**src/rtl/flow_ctrl_consts.svh**
```systemverilog
// Constants for the program-flow and system-control block
`ifndef FLOW_CTRL_CONSTS_SVH
`define FLOW_CTRL_CONSTS_SVH

// -----------------------------------------------------------------
// Register offsets
// -----------------------------------------------------------------
`define OFS_COMMAND   8'h00
`define OFS_PC        8'h04
`define OFS_SP        8'h08
`define OFS_ACC       8'h0c
`define OFS_FLAGS     8'h10
`define OFS_STATUS    8'h14
`define OFS_WDT       8'h18

// -----------------------------------------------------------------
// Command word fields
// -----------------------------------------------------------------
`define CMD_OP_LSB    0
`define CMD_SKIP_BIT  4
`define CMD_IMM_LSB   8
`define CMD_TGT_LSB   16

// -----------------------------------------------------------------
// Widths, reset values and steps
// -----------------------------------------------------------------
`define PC_W          12
`define STACK_DEPTH   64
`define PC_RESET      12'h000
`define SP_RESET      8'h00
`define ACC_RESET     8'h00
`define GIE_RESET     1'b0
`define SP_STEP       8'h02
`define CYC_ONE       2'h1
`define CYC_TWO       2'h2

`endif

```
**src/rtl/flow_ctrl_pkg.sv**
```systemverilog
// Types shared by the program-flow and system-control block
package flow_ctrl_pkg;

  // Command opcodes, numbered in order from 0
  typedef enum logic [3:0] {
    OP_NOP, OP_GOTO, OP_CALL, OP_RET, OP_RET_IMM, OP_RETI, OP_PCADD,
    OP_ENGINT, OP_DISGINT, OP_STOPSYS, OP_STOPEXE, OP_RESET,
    OP_WDRESET, OP_IDXM, OP_SKIP, OP_OTHER
  } opcode_type;

  // Execution sequencer states
  typedef enum logic [1:0] {
    ST_IDLE, ST_SECOND
  } state_type;

  // Arithmetic flags held for the datapath
  typedef struct packed {
    logic overflow_flag;
    logic aux_carry_flag;
    logic carry_flag;
    logic zero_flag;
  } flags_type;

  // APB request from the master
  typedef struct packed {
    logic        psel;
    logic        penable;
    logic        pwrite;
    logic [7:0]  paddr;
    logic [31:0] pwdata;
  } apb_req_type;

  // APB answer to the master
  typedef struct packed {
    logic        pready;
    logic        pslverr;
    logic [31:0] prdata;
  } apb_rsp_type;

endpackage

```
**src/rtl/cpu_flow_system_control.sv**
```systemverilog
// Program-flow and system-control sequencer with an APB register port
`timescale 1ns/1ps
`include "flow_ctrl_consts.svh"

module cpu_flow_system_control (
  // Clock and reset
  input  wire logic                       pclk,
  input  wire logic                       presetn,
  // APB slave
  input  wire flow_ctrl_pkg::apb_req_type apb_req,
  output      flow_ctrl_pkg::apb_rsp_type apb_rsp,
  // Wake-up from either halt
  input  wire logic                       wake_event,
  // System control outputs
  output      logic                       interrupts_allowed,
  output      logic                       osc_enable,
  output      logic                       cpu_clock_enable,
  output      logic                       soft_reset_pulse,
  output      logic                       wdt_clear_pulse
);
  import flow_ctrl_pkg::*;

  // -----------------------------------------------------------------
  // State
  // -----------------------------------------------------------------
  // Architectural state and status
  logic [`PC_W-1:0] program_counter;
  logic [7:0]       stack_pointer;
  logic [7:0]       accumulator;
  flags_type        flags;
  logic             gie;
  logic             sys_halt;
  logic             cpu_halt;
  state_type        state;
  opcode_type       held_op;
  logic [1:0]       last_cycles;
  logic [15:0]      wdt_count;
  logic [7:0]       stack_mem [0:`STACK_DEPTH-1];
  apb_rsp_type      rsp;

  // Next values from the sequencer
  logic [`PC_W-1:0] next_pc;
  logic [7:0]       next_sp;
  logic [7:0]       next_acc;
  logic             next_gie;
  logic             next_sys_halt;
  logic             next_cpu_halt;
  state_type        next_state;
  opcode_type       next_held_op;
  logic [1:0]       next_last_cycles;
  logic [15:0]      next_wdt;
  logic             next_soft_reset;
  logic             next_wdt_clear;
  logic             push_en;

  // -----------------------------------------------------------------
  // Helpers
  // -----------------------------------------------------------------
  // Program counter plus a small step, wrapping over the full space
  function automatic logic [`PC_W-1:0] pc_step(
    input logic [`PC_W-1:0] pc,
    input logic [`PC_W-1:0] step
  );
    pc_step = pc + step;
  endfunction

  // Stack byte index taken from the low bits of an address
  function automatic logic [5:0] stk_idx(input logic [7:0] addr);
    stk_idx = addr[5:0];
  endfunction

  // Instructions that hold the sequencer for a second cycle; a skip
  // does so only when its condition holds
  function automatic logic takes_two(input opcode_type op,
                                     input logic       skip);
    case (op)
      OP_GOTO, OP_CALL, OP_PCADD, OP_RET, OP_RET_IMM, OP_RETI,
      OP_IDXM: takes_two = 1'b1;
      OP_SKIP: takes_two = skip;
      default: takes_two = 1'b0;
    endcase
  endfunction

  // -----------------------------------------------------------------
  // APB decode
  // -----------------------------------------------------------------
  // The answer is registered, so every transfer sees one wait state;
  // pready already high keeps a held access from arming a second answer
  wire        access    = apb_req.psel & apb_req.penable;
  wire        wr_now    = access & apb_req.pwrite & rsp.pready;
  wire        first_acc = access & ~rsp.pready;
  wire [7:0]  addr      = apb_req.paddr;
  wire [31:0] wdata     = apb_req.pwdata;
  wire        hit_cmd   = addr == `OFS_COMMAND;
  wire        hit_pc    = addr == `OFS_PC;
  wire        hit_sp    = addr == `OFS_SP;
  wire        hit_acc   = addr == `OFS_ACC;
  wire        hit_flags = addr == `OFS_FLAGS;
  wire        hit_stat  = addr == `OFS_STATUS;
  wire        hit_wdt   = addr == `OFS_WDT;
  wire        mapped    = hit_cmd | hit_pc | hit_sp | hit_acc |
                          hit_flags | hit_stat | hit_wdt;

  // Software write strobes for the plain registers
  wire        wr_pc     = wr_now & hit_pc;
  wire        wr_sp     = wr_now & hit_sp;
  wire        wr_acc    = wr_now & hit_acc;
  wire        wr_flags  = wr_now & hit_flags;

  // Command fields and acceptance; a halted or busy sequencer drops
  // the command without an error
  wire              halted   = sys_halt | cpu_halt;
  wire              cmd_go   = wr_now & hit_cmd & (state == ST_IDLE) &
                               ~halted;
  wire opcode_type  cmd_op   = opcode_type'(wdata[`CMD_OP_LSB +: 4]);
  wire              cmd_skip = wdata[`CMD_SKIP_BIT];
  wire [7:0]        cmd_imm  = wdata[`CMD_IMM_LSB +: 8];
  wire [`PC_W-1:0]  cmd_tgt  = wdata[`CMD_TGT_LSB +: `PC_W];

  // Return address and popped stack pointer
  wire [`PC_W-1:0]  ret_addr = pc_step(program_counter, `PC_W'(1));
  wire [7:0]        sp_pop   = stack_pointer - `SP_STEP;

  // Stack byte slots; the index wraps inside the 64 bytes, so a call
  // chain deeper than the stack silently overwrites the oldest entry
  wire [5:0]        push_lo  = stk_idx(stack_pointer);
  wire [5:0]        push_hi  = stk_idx(stack_pointer + 8'h01);
  wire [5:0]        pop_lo   = stk_idx(sp_pop);
  wire [5:0]        pop_hi   = stk_idx(sp_pop + 8'h01);
  wire [15:0]       pop_word = {stack_mem[pop_hi], stack_mem[pop_lo]};

  // Second cycle of a two-cycle command; new commands are refused then
  wire        busy        = state == ST_SECOND;

  // Read multiplexer
  wire [31:0] status_word = {24'h0, 1'b0, last_cycles, cpu_halt,
                             sys_halt, gie, 1'b0, busy};
  wire [31:0] rd_word =
      hit_pc    ? {20'h0, program_counter} :
      hit_sp    ? {24'h0, stack_pointer} :
      hit_acc   ? {24'h0, accumulator} :
      hit_flags ? {28'h0, flags} :
      hit_stat  ? status_word :
      hit_wdt   ? {16'h0, wdt_count} : 32'h0;

  // -----------------------------------------------------------------
  // Instruction sequencer next values
  // -----------------------------------------------------------------
  always_comb begin
    next_pc          = program_counter;
    next_sp          = stack_pointer;
    next_acc         = accumulator;
    next_gie         = gie;
    next_sys_halt    = sys_halt;
    next_cpu_halt    = cpu_halt;
    next_state       = state;
    next_held_op     = held_op;
    next_last_cycles = last_cycles;
    // The watchdog count freezes while the system clocks are stopped
    next_wdt         = sys_halt ? wdt_count : wdt_count + 16'h1;
    next_soft_reset  = 1'b0;
    next_wdt_clear   = 1'b0;
    push_en          = 1'b0;
    // Direct register writes from software
    if (wr_pc)
      next_pc = wdata[`PC_W-1:0];
    if (wr_sp)
      next_sp = wdata[7:0];
    if (wr_acc)
      next_acc = wdata[7:0];
    // Wake-up releases either halt; a halt command later in this
    // process still wins when both land in one cycle
    if (wake_event) begin
      next_sys_halt = 1'b0;
      next_cpu_halt = 1'b0;
    end
    case (state)
      ST_IDLE: begin
        if (cmd_go) begin
          next_held_op     = cmd_op;
          next_last_cycles = `CYC_ONE;
          next_pc          = ret_addr;
          case (cmd_op)
            OP_GOTO: begin
              next_pc = cmd_tgt;
            end
            OP_CALL: begin
              push_en = 1'b1;
              next_pc = cmd_tgt;
              next_sp = stack_pointer + `SP_STEP;
            end
            OP_RET, OP_RETI: begin
              next_sp = sp_pop;
              next_pc = pop_word[`PC_W-1:0];
            end
            OP_RET_IMM: begin
              next_acc = cmd_imm;
              next_sp  = sp_pop;
              next_pc  = pop_word[`PC_W-1:0];
            end
            OP_PCADD: begin
              next_pc = pc_step(program_counter,
                                `PC_W'(accumulator));
            end
            OP_ENGINT: begin
              next_gie = 1'b1;
            end
            OP_DISGINT: begin
              next_gie = 1'b0;
            end
            OP_STOPSYS: begin
              next_sys_halt = 1'b1;
            end
            OP_STOPEXE: begin
              next_cpu_halt = 1'b1;
            end
            OP_RESET: begin
              // Same values as the reset pin; the flag register is
              // left alone since no control instruction touches it
              next_pc         = `PC_RESET;
              next_sp         = `SP_RESET;
              next_acc        = `ACC_RESET;
              next_gie        = `GIE_RESET;
              next_wdt        = 16'h0;
              next_soft_reset = 1'b1;
            end
            OP_WDRESET: begin
              next_wdt       = 16'h0;
              next_wdt_clear = 1'b1;
            end
            OP_SKIP: begin
              if (cmd_skip)
                next_pc = pc_step(program_counter, `PC_W'(2));
            end
            default: begin
              next_pc = ret_addr;
            end
          endcase
          // Two-cycle instructions hold the sequencer one more cycle
          if (takes_two(cmd_op, cmd_skip)) begin
            next_state       = ST_SECOND;
            next_last_cycles = `CYC_TWO;
          end
        end
      end
      ST_SECOND: begin
        // Interrupt return re-enables only after its second cycle
        next_state = ST_IDLE;
        if (held_op == OP_RETI)
          next_gie = 1'b1;
      end
      default: begin
        next_state = ST_IDLE;
      end
    endcase
  end

  // -----------------------------------------------------------------
  // Core registers
  // -----------------------------------------------------------------
  // Sequencer, counters, accumulator and halt state
  always_ff @(posedge pclk or negedge presetn) begin
    if (!presetn) begin
      program_counter <= `PC_RESET;
      stack_pointer   <= `SP_RESET;
      accumulator     <= `ACC_RESET;
      gie             <= `GIE_RESET;
      sys_halt        <= 1'b0;
      cpu_halt        <= 1'b0;
      state           <= ST_IDLE;
      held_op         <= OP_NOP;
      last_cycles     <= `CYC_ONE;
      wdt_count       <= 16'h0;
    end else begin
      program_counter <= next_pc;
      stack_pointer   <= next_sp;
      accumulator     <= next_acc;
      gie             <= next_gie;
      sys_halt        <= next_sys_halt;
      cpu_halt        <= next_cpu_halt;
      state           <= next_state;
      held_op         <= next_held_op;
      last_cycles     <= next_last_cycles;
      wdt_count       <= next_wdt;
    end
  end

  // Flags change only by software write, never by an instruction
  always_ff @(posedge pclk or negedge presetn) begin
    if (!presetn)
      flags <= '0;
    else if (wr_flags)
      flags <= flags_type'(wdata[3:0]);
  end

  // Return address pushed low byte first into two stack bytes; the
  // stack has no reset, so a return before any call reads garbage
  always_ff @(posedge pclk) begin
    if (push_en) begin
      stack_mem[push_lo] <= ret_addr[7:0];
      stack_mem[push_hi] <= {4'h0, ret_addr[`PC_W-1:8]};
    end
  end

  // -----------------------------------------------------------------
  // Outputs
  // -----------------------------------------------------------------
  // APB answer: one wait state, read data and error with pready;
  // read data returns to zero between answers so no stale word shows
  always_ff @(posedge pclk or negedge presetn) begin
    if (!presetn) begin
      rsp <= '0;
    end else begin
      rsp.pready  <= first_acc;
      rsp.pslverr <= first_acc & ~mapped;
      rsp.prdata  <= first_acc ? rd_word : 32'h0;
    end
  end

  // System control lines, taken from the next values so that each
  // one changes at the same edge as the state behind it
  always_ff @(posedge pclk or negedge presetn) begin
    if (!presetn) begin
      interrupts_allowed <= `GIE_RESET;
      osc_enable         <= 1'b1;
      cpu_clock_enable   <= 1'b1;
      soft_reset_pulse   <= 1'b0;
      wdt_clear_pulse    <= 1'b0;
    end else begin
      interrupts_allowed <= next_gie;
      osc_enable         <= ~next_sys_halt;
      cpu_clock_enable   <= ~(next_sys_halt | next_cpu_halt);
      soft_reset_pulse   <= next_soft_reset;
      wdt_clear_pulse    <= next_wdt_clear;
    end
  end

  // Answer leaves straight from its register
  assign apb_rsp = rsp;

endmodule // cpu_flow_system_control

```
**config.mk**
```make
export PLATFORM = sky130hd
export DESIGN_NAME = cpu_flow_system_control
export DESIGN_NICKNAME = d
export VERILOG_FILES = /design/src/rtl/flow_ctrl_pkg.sv /design/src/rtl/cpu_flow_system_control.sv
export VERILOG_INCLUDE_DIRS = /design/src /design/src/rtl
export SDC_FILE = /design/constraint.sdc
export NUM_CORES = 1
export LEC_CHECK = 0
export ABC_CLOCK_PERIOD_IN_PS = 3800
export BUFFER_PORTS_ARGS = -buffer_cell sky130_fd_sc_hd__buf_2
export CAP_MARGIN = 20
export CORE_ASPECT_RATIO = 1.1
export CORE_MARGIN = 2
export CORE_UTILIZATION = 50
export DETAILED_ROUTE_END_ITERATION = 10
export GPL_TIMING_DRIVEN = 1
export PLACE_DENSITY_LB_ADDON = 0.2
export SLEW_MARGIN = 10
export SYNTH_ARGS = -nofsm -noshare
export SYNTH_HDL_FRONTEND = slang
export SYNTH_SLANG_ARGS = --single-unit
```
**constraint.sdc**
```tcl
create_clock -name pclk -period 3.8 [get_ports pclk]
set_clock_uncertainty 0.15 [all_clocks]
set_input_delay 0.76 -clock pclk [delete_from_list [all_inputs] [get_ports pclk]]
set_output_delay 0.76 -clock pclk [all_outputs]
set_load 0.005 [all_outputs]
```
==> summary.txt <==
Drt
  – Drt wl/cell: about 28 um
  – Routed WL: around 110,000 um
  – Antenna viol nets, final: 0
  – Via count: ~27,000
  – Vias per std cell: between 6 and 7
  – DRT Pass-1 Iters: 6
  – # DRC: 0
  – Detailed Route Iter0 Violations: roughly 3,400

Timing
  – RSZ-0062 raised after global routing: false
  – Worst Tran Pin Value: 1330 ps
  – Period minus WS final: roughly 3500 ps
  – Relative slew slack: 11.3%
  – Max-slew violations: 0
  – Final setup TNS: 0 ps
  – Final hold vios: 0
  – FMAX: 282 MHz
  – Final setup viols: 0
  – Final Cycle Share: 93.3%
  – Worst hold margin: about 54 ps
  – Setup slack after layout: about 250 ps

Pwr
  – Overall power: approximately 14 mW
  – Maximum VDD drop: 374 uV
  – Comb power frac: under 10%
  – Int Power: about 10 mW
  – P_leak: about 12 nW
  – Switching power: roughly 3.4 mW
  – Register share of total power: about half
  – Power per cell area: ~380 nW/um^2
  – Clock power share: between 40% and 50%
  – Sw Ratio: 24.9%

Synth
  – Primary FF master, synth: edfxtp_1
  – Cells after Synth: 3,005
  – Sequential fraction of the synthesis area: 45.6%
  – Flops & latches, synth: around 590
  – Synth warn: 0
  – Ys async rst share: roughly 14%
  – Unique cell type count in the Yosys netlist: 90
  – Post-synth EDFFs: around 260
  – Syn avg cell area: 10.8 sq um
  – Netlist Area Pre-Place: about 33,000 sq um

Place
  – Setup WS pre-CTS: ~150 ps
  – Detail Placement HPWL: between 70,000 and 80,000 um
  – Port buffer count: between 60 and 70
  – GPL Wtd Cong: between 0.9 and 1

Die
  – Die height: 271 um
  – Die X: ~250 um
  – IO Count: 85
  – Starting Density: 50.3%
  – Row Count: 98
  – Die Area: between 60,000 and 70,000 sq um
  – CORE AREA: between 60,000 and 70,000 sq um

Clocking
  – Reg clk slew, reported paths: approximately 60 ps
  – Root buf cell: clkbuf_16
  – Clock buffer depth: 3
  – Quantity of gates resized following cts: 0
  – Postcts setup bufs: 0
  – CTS buffer count: 61
  – Clk sinks: 592
  – CTS tree: built
  – # H-tree levels: 2
  – Hold-fix buffers at CTS: 0
  – Clock Latency Late Sink: 660 ps

Global routing
  – Remaining global-route overflow: 0
  – Initial antenna violation count: 1
  – First-pass GRT wire length: 164,000 um
  – All-Layer GR Usage: around a third
  – Vias in the first global route: between 20,000 and 30,000
  – Largest net degree at the start of global routing: 120

Finish
  – FILL cells: approximately 5,300
  – Final nets: slightly above 3,000
  – Ant diodes: 0
  – Area growth, synth to finish: 12.1%
  – Most common cell after layout, fill and taps aside: nor2_1
  – Most frequent cells in the layout: 409 x nor2_1, 348 x nand2_1, 265 x o22ai_1
  – Layout cells sized above 1: roughly a fifth

Outcome
  – Status: completed

Setup path
  – Crit end category: register
  – CP max FO: 21
  – Critical Path Start Type: register
  – Crit Path Class: register to register
  – Slowest cell on the critical path: nor2_1
  – Top delay family on crit path: simple AND/OR/NAND/NOR gates
  – CP Buf/Inv Count: 2
  – Max incr delay on CP: 780 ps
  – CP arrival: between 3000 and 4000 ps
  – Most used cell, CP: nand2_1
  – Data required time of the critical path: 4000 ps
  – CP cell instances: buf_4, ha_1, nand2_1, buf_4, a31oi_1, nor2_1, nand2_1, nand2_1

Job
  – Max_cap viols: 0

Worst hold path
  – HP Class: primary input to asynchronous set/reset pin
-- state kept, by name, summed over array words and instances, names as in the netlist, 2 cells and up --
signal / cells
held_op: 4
last_cycles: 2
apb_rsp: 18
stack_mem: 512
program_counter: 12
wdt_count: 16
stack_pointer: 8
accumulator: 8
flags: 4
-- per-layer routing --
layer	routed length, um	track usage (%)
met2	51900	52.7
met1	41000	42.6
met3	11800	6.65
met5	13	0
met4	5200	13.1
-- cell type report --
cell class | instances | area (sq um) | area share (%)
Clock buffer | 88 | 1790 | 4.92
Clock inverter | 27 | 243 | 0.666
Inverter | 18 | 67.6 | 0.185
Multi-Input combinational cell | 2162 | 16800 | 46.0
Sequential cell | 592 | 14800 | 40.7
Tap cell | 850 | 1060 | 2.92
Timing Repair Buffer | 206 | 1700 | 4.66
-- cells in the mapped netlist (26+ instances only) --
master | n | area share (%)
nor2_1 | 410 | 4.7
nand2_1 | 348 | 4.0
o22ai_1 | 265 | 5.1
dfxtp_1 | 256 | 16
edfxtp_1 | 256 | 24
mux4_2 | 214 | 15
a211oi_1 | 210 | 4.8
clkbuf_1 | 133 | 1.5
mux2i_1 | 91 | 2.8
dfrtp_1 | 77 | 5.9
nand3_1 | 70 | 1.1
buf_2 | 61 | 0.94
a21oi_1 | 54 | 0.83
o21ai_0 | 43 | 0.66
xor2_1 | 34 | 0.92
nor2_4 | 32 | 1.1
xnor2_1 | 32 | 0.86
nor3_1 | 30 | 0.46
buf_1 | 26 | 0.30
-- logic make-up (layout without fill, tap and decap cells) --
family                     Yosys count  after routing  synth area share (%)
and+or+nand+nor                   1072           1072                  16.2
AOI/OAI and AO/OA                  675            675                  14.1
DFF                                592            592                  45.6
muxes                              313            313                  17.9
buffers and inverters              266            339                  3.68
xor gates and xnor gates            68             68                  1.88
adders and majority gates           18             18                 0.716
other                                1             16                0.0115
-- power by group through the flow --
| stage | clock, mW | combinational (mW) | sequential [mW] |
|---|---|---|---|
| 3_5_place_dp | 0 | 0.944 | 6.84 |
| 4_1_cts | 6.12 | 0.950 | 6.71 |
| 3_3_place_gp | 0 | 0.950 | 6.84 |
| 6_report | 6.08 | 0.980 | 6.71 |
| 2_1_floorplan | 0 | 0.548 | 6.79 |
| 5_1_grt | 6.39 | 1.00 | 6.71 |
-- final timing paths --
| check | startpoint | endpoint | slack [ps] | depth (start not counted) |
|---|---|---|---|---|
| setup / recovery | stack_pointer[1] | stack_mem[13][0] | 250 | 8 |
| hold / removal | presetn | apb_rsp[12] | 50 | 1 |
| setup reg to reg | stack_pointer[1] | stack_mem[13][0] | 250 | 8 |
| hold reg to reg | stack_mem[59][6] | stack_mem[59][6] | 330 | 2 |
| max in group asynchronous | presetn | accumulator[6] | 2700 | 2 |
| min in group pclk | apb_req[14] | accumulator[6] | 180 | 3 |
-- per-stage QoR --
stage | utilization, % | instances | cell area [sq um]
final | 56.4 | 3943 | 36400
after global routing | 56.4 | 3943 | 36400
after CTS | 56.4 | 3943 | 36400
after detailed placement | 53.2 | 3828 | 34400
after global placement | 53.2 | 3827 | 34400
after floorplan | - | 3020 | 32600
(Power assumes the default switching activity.)
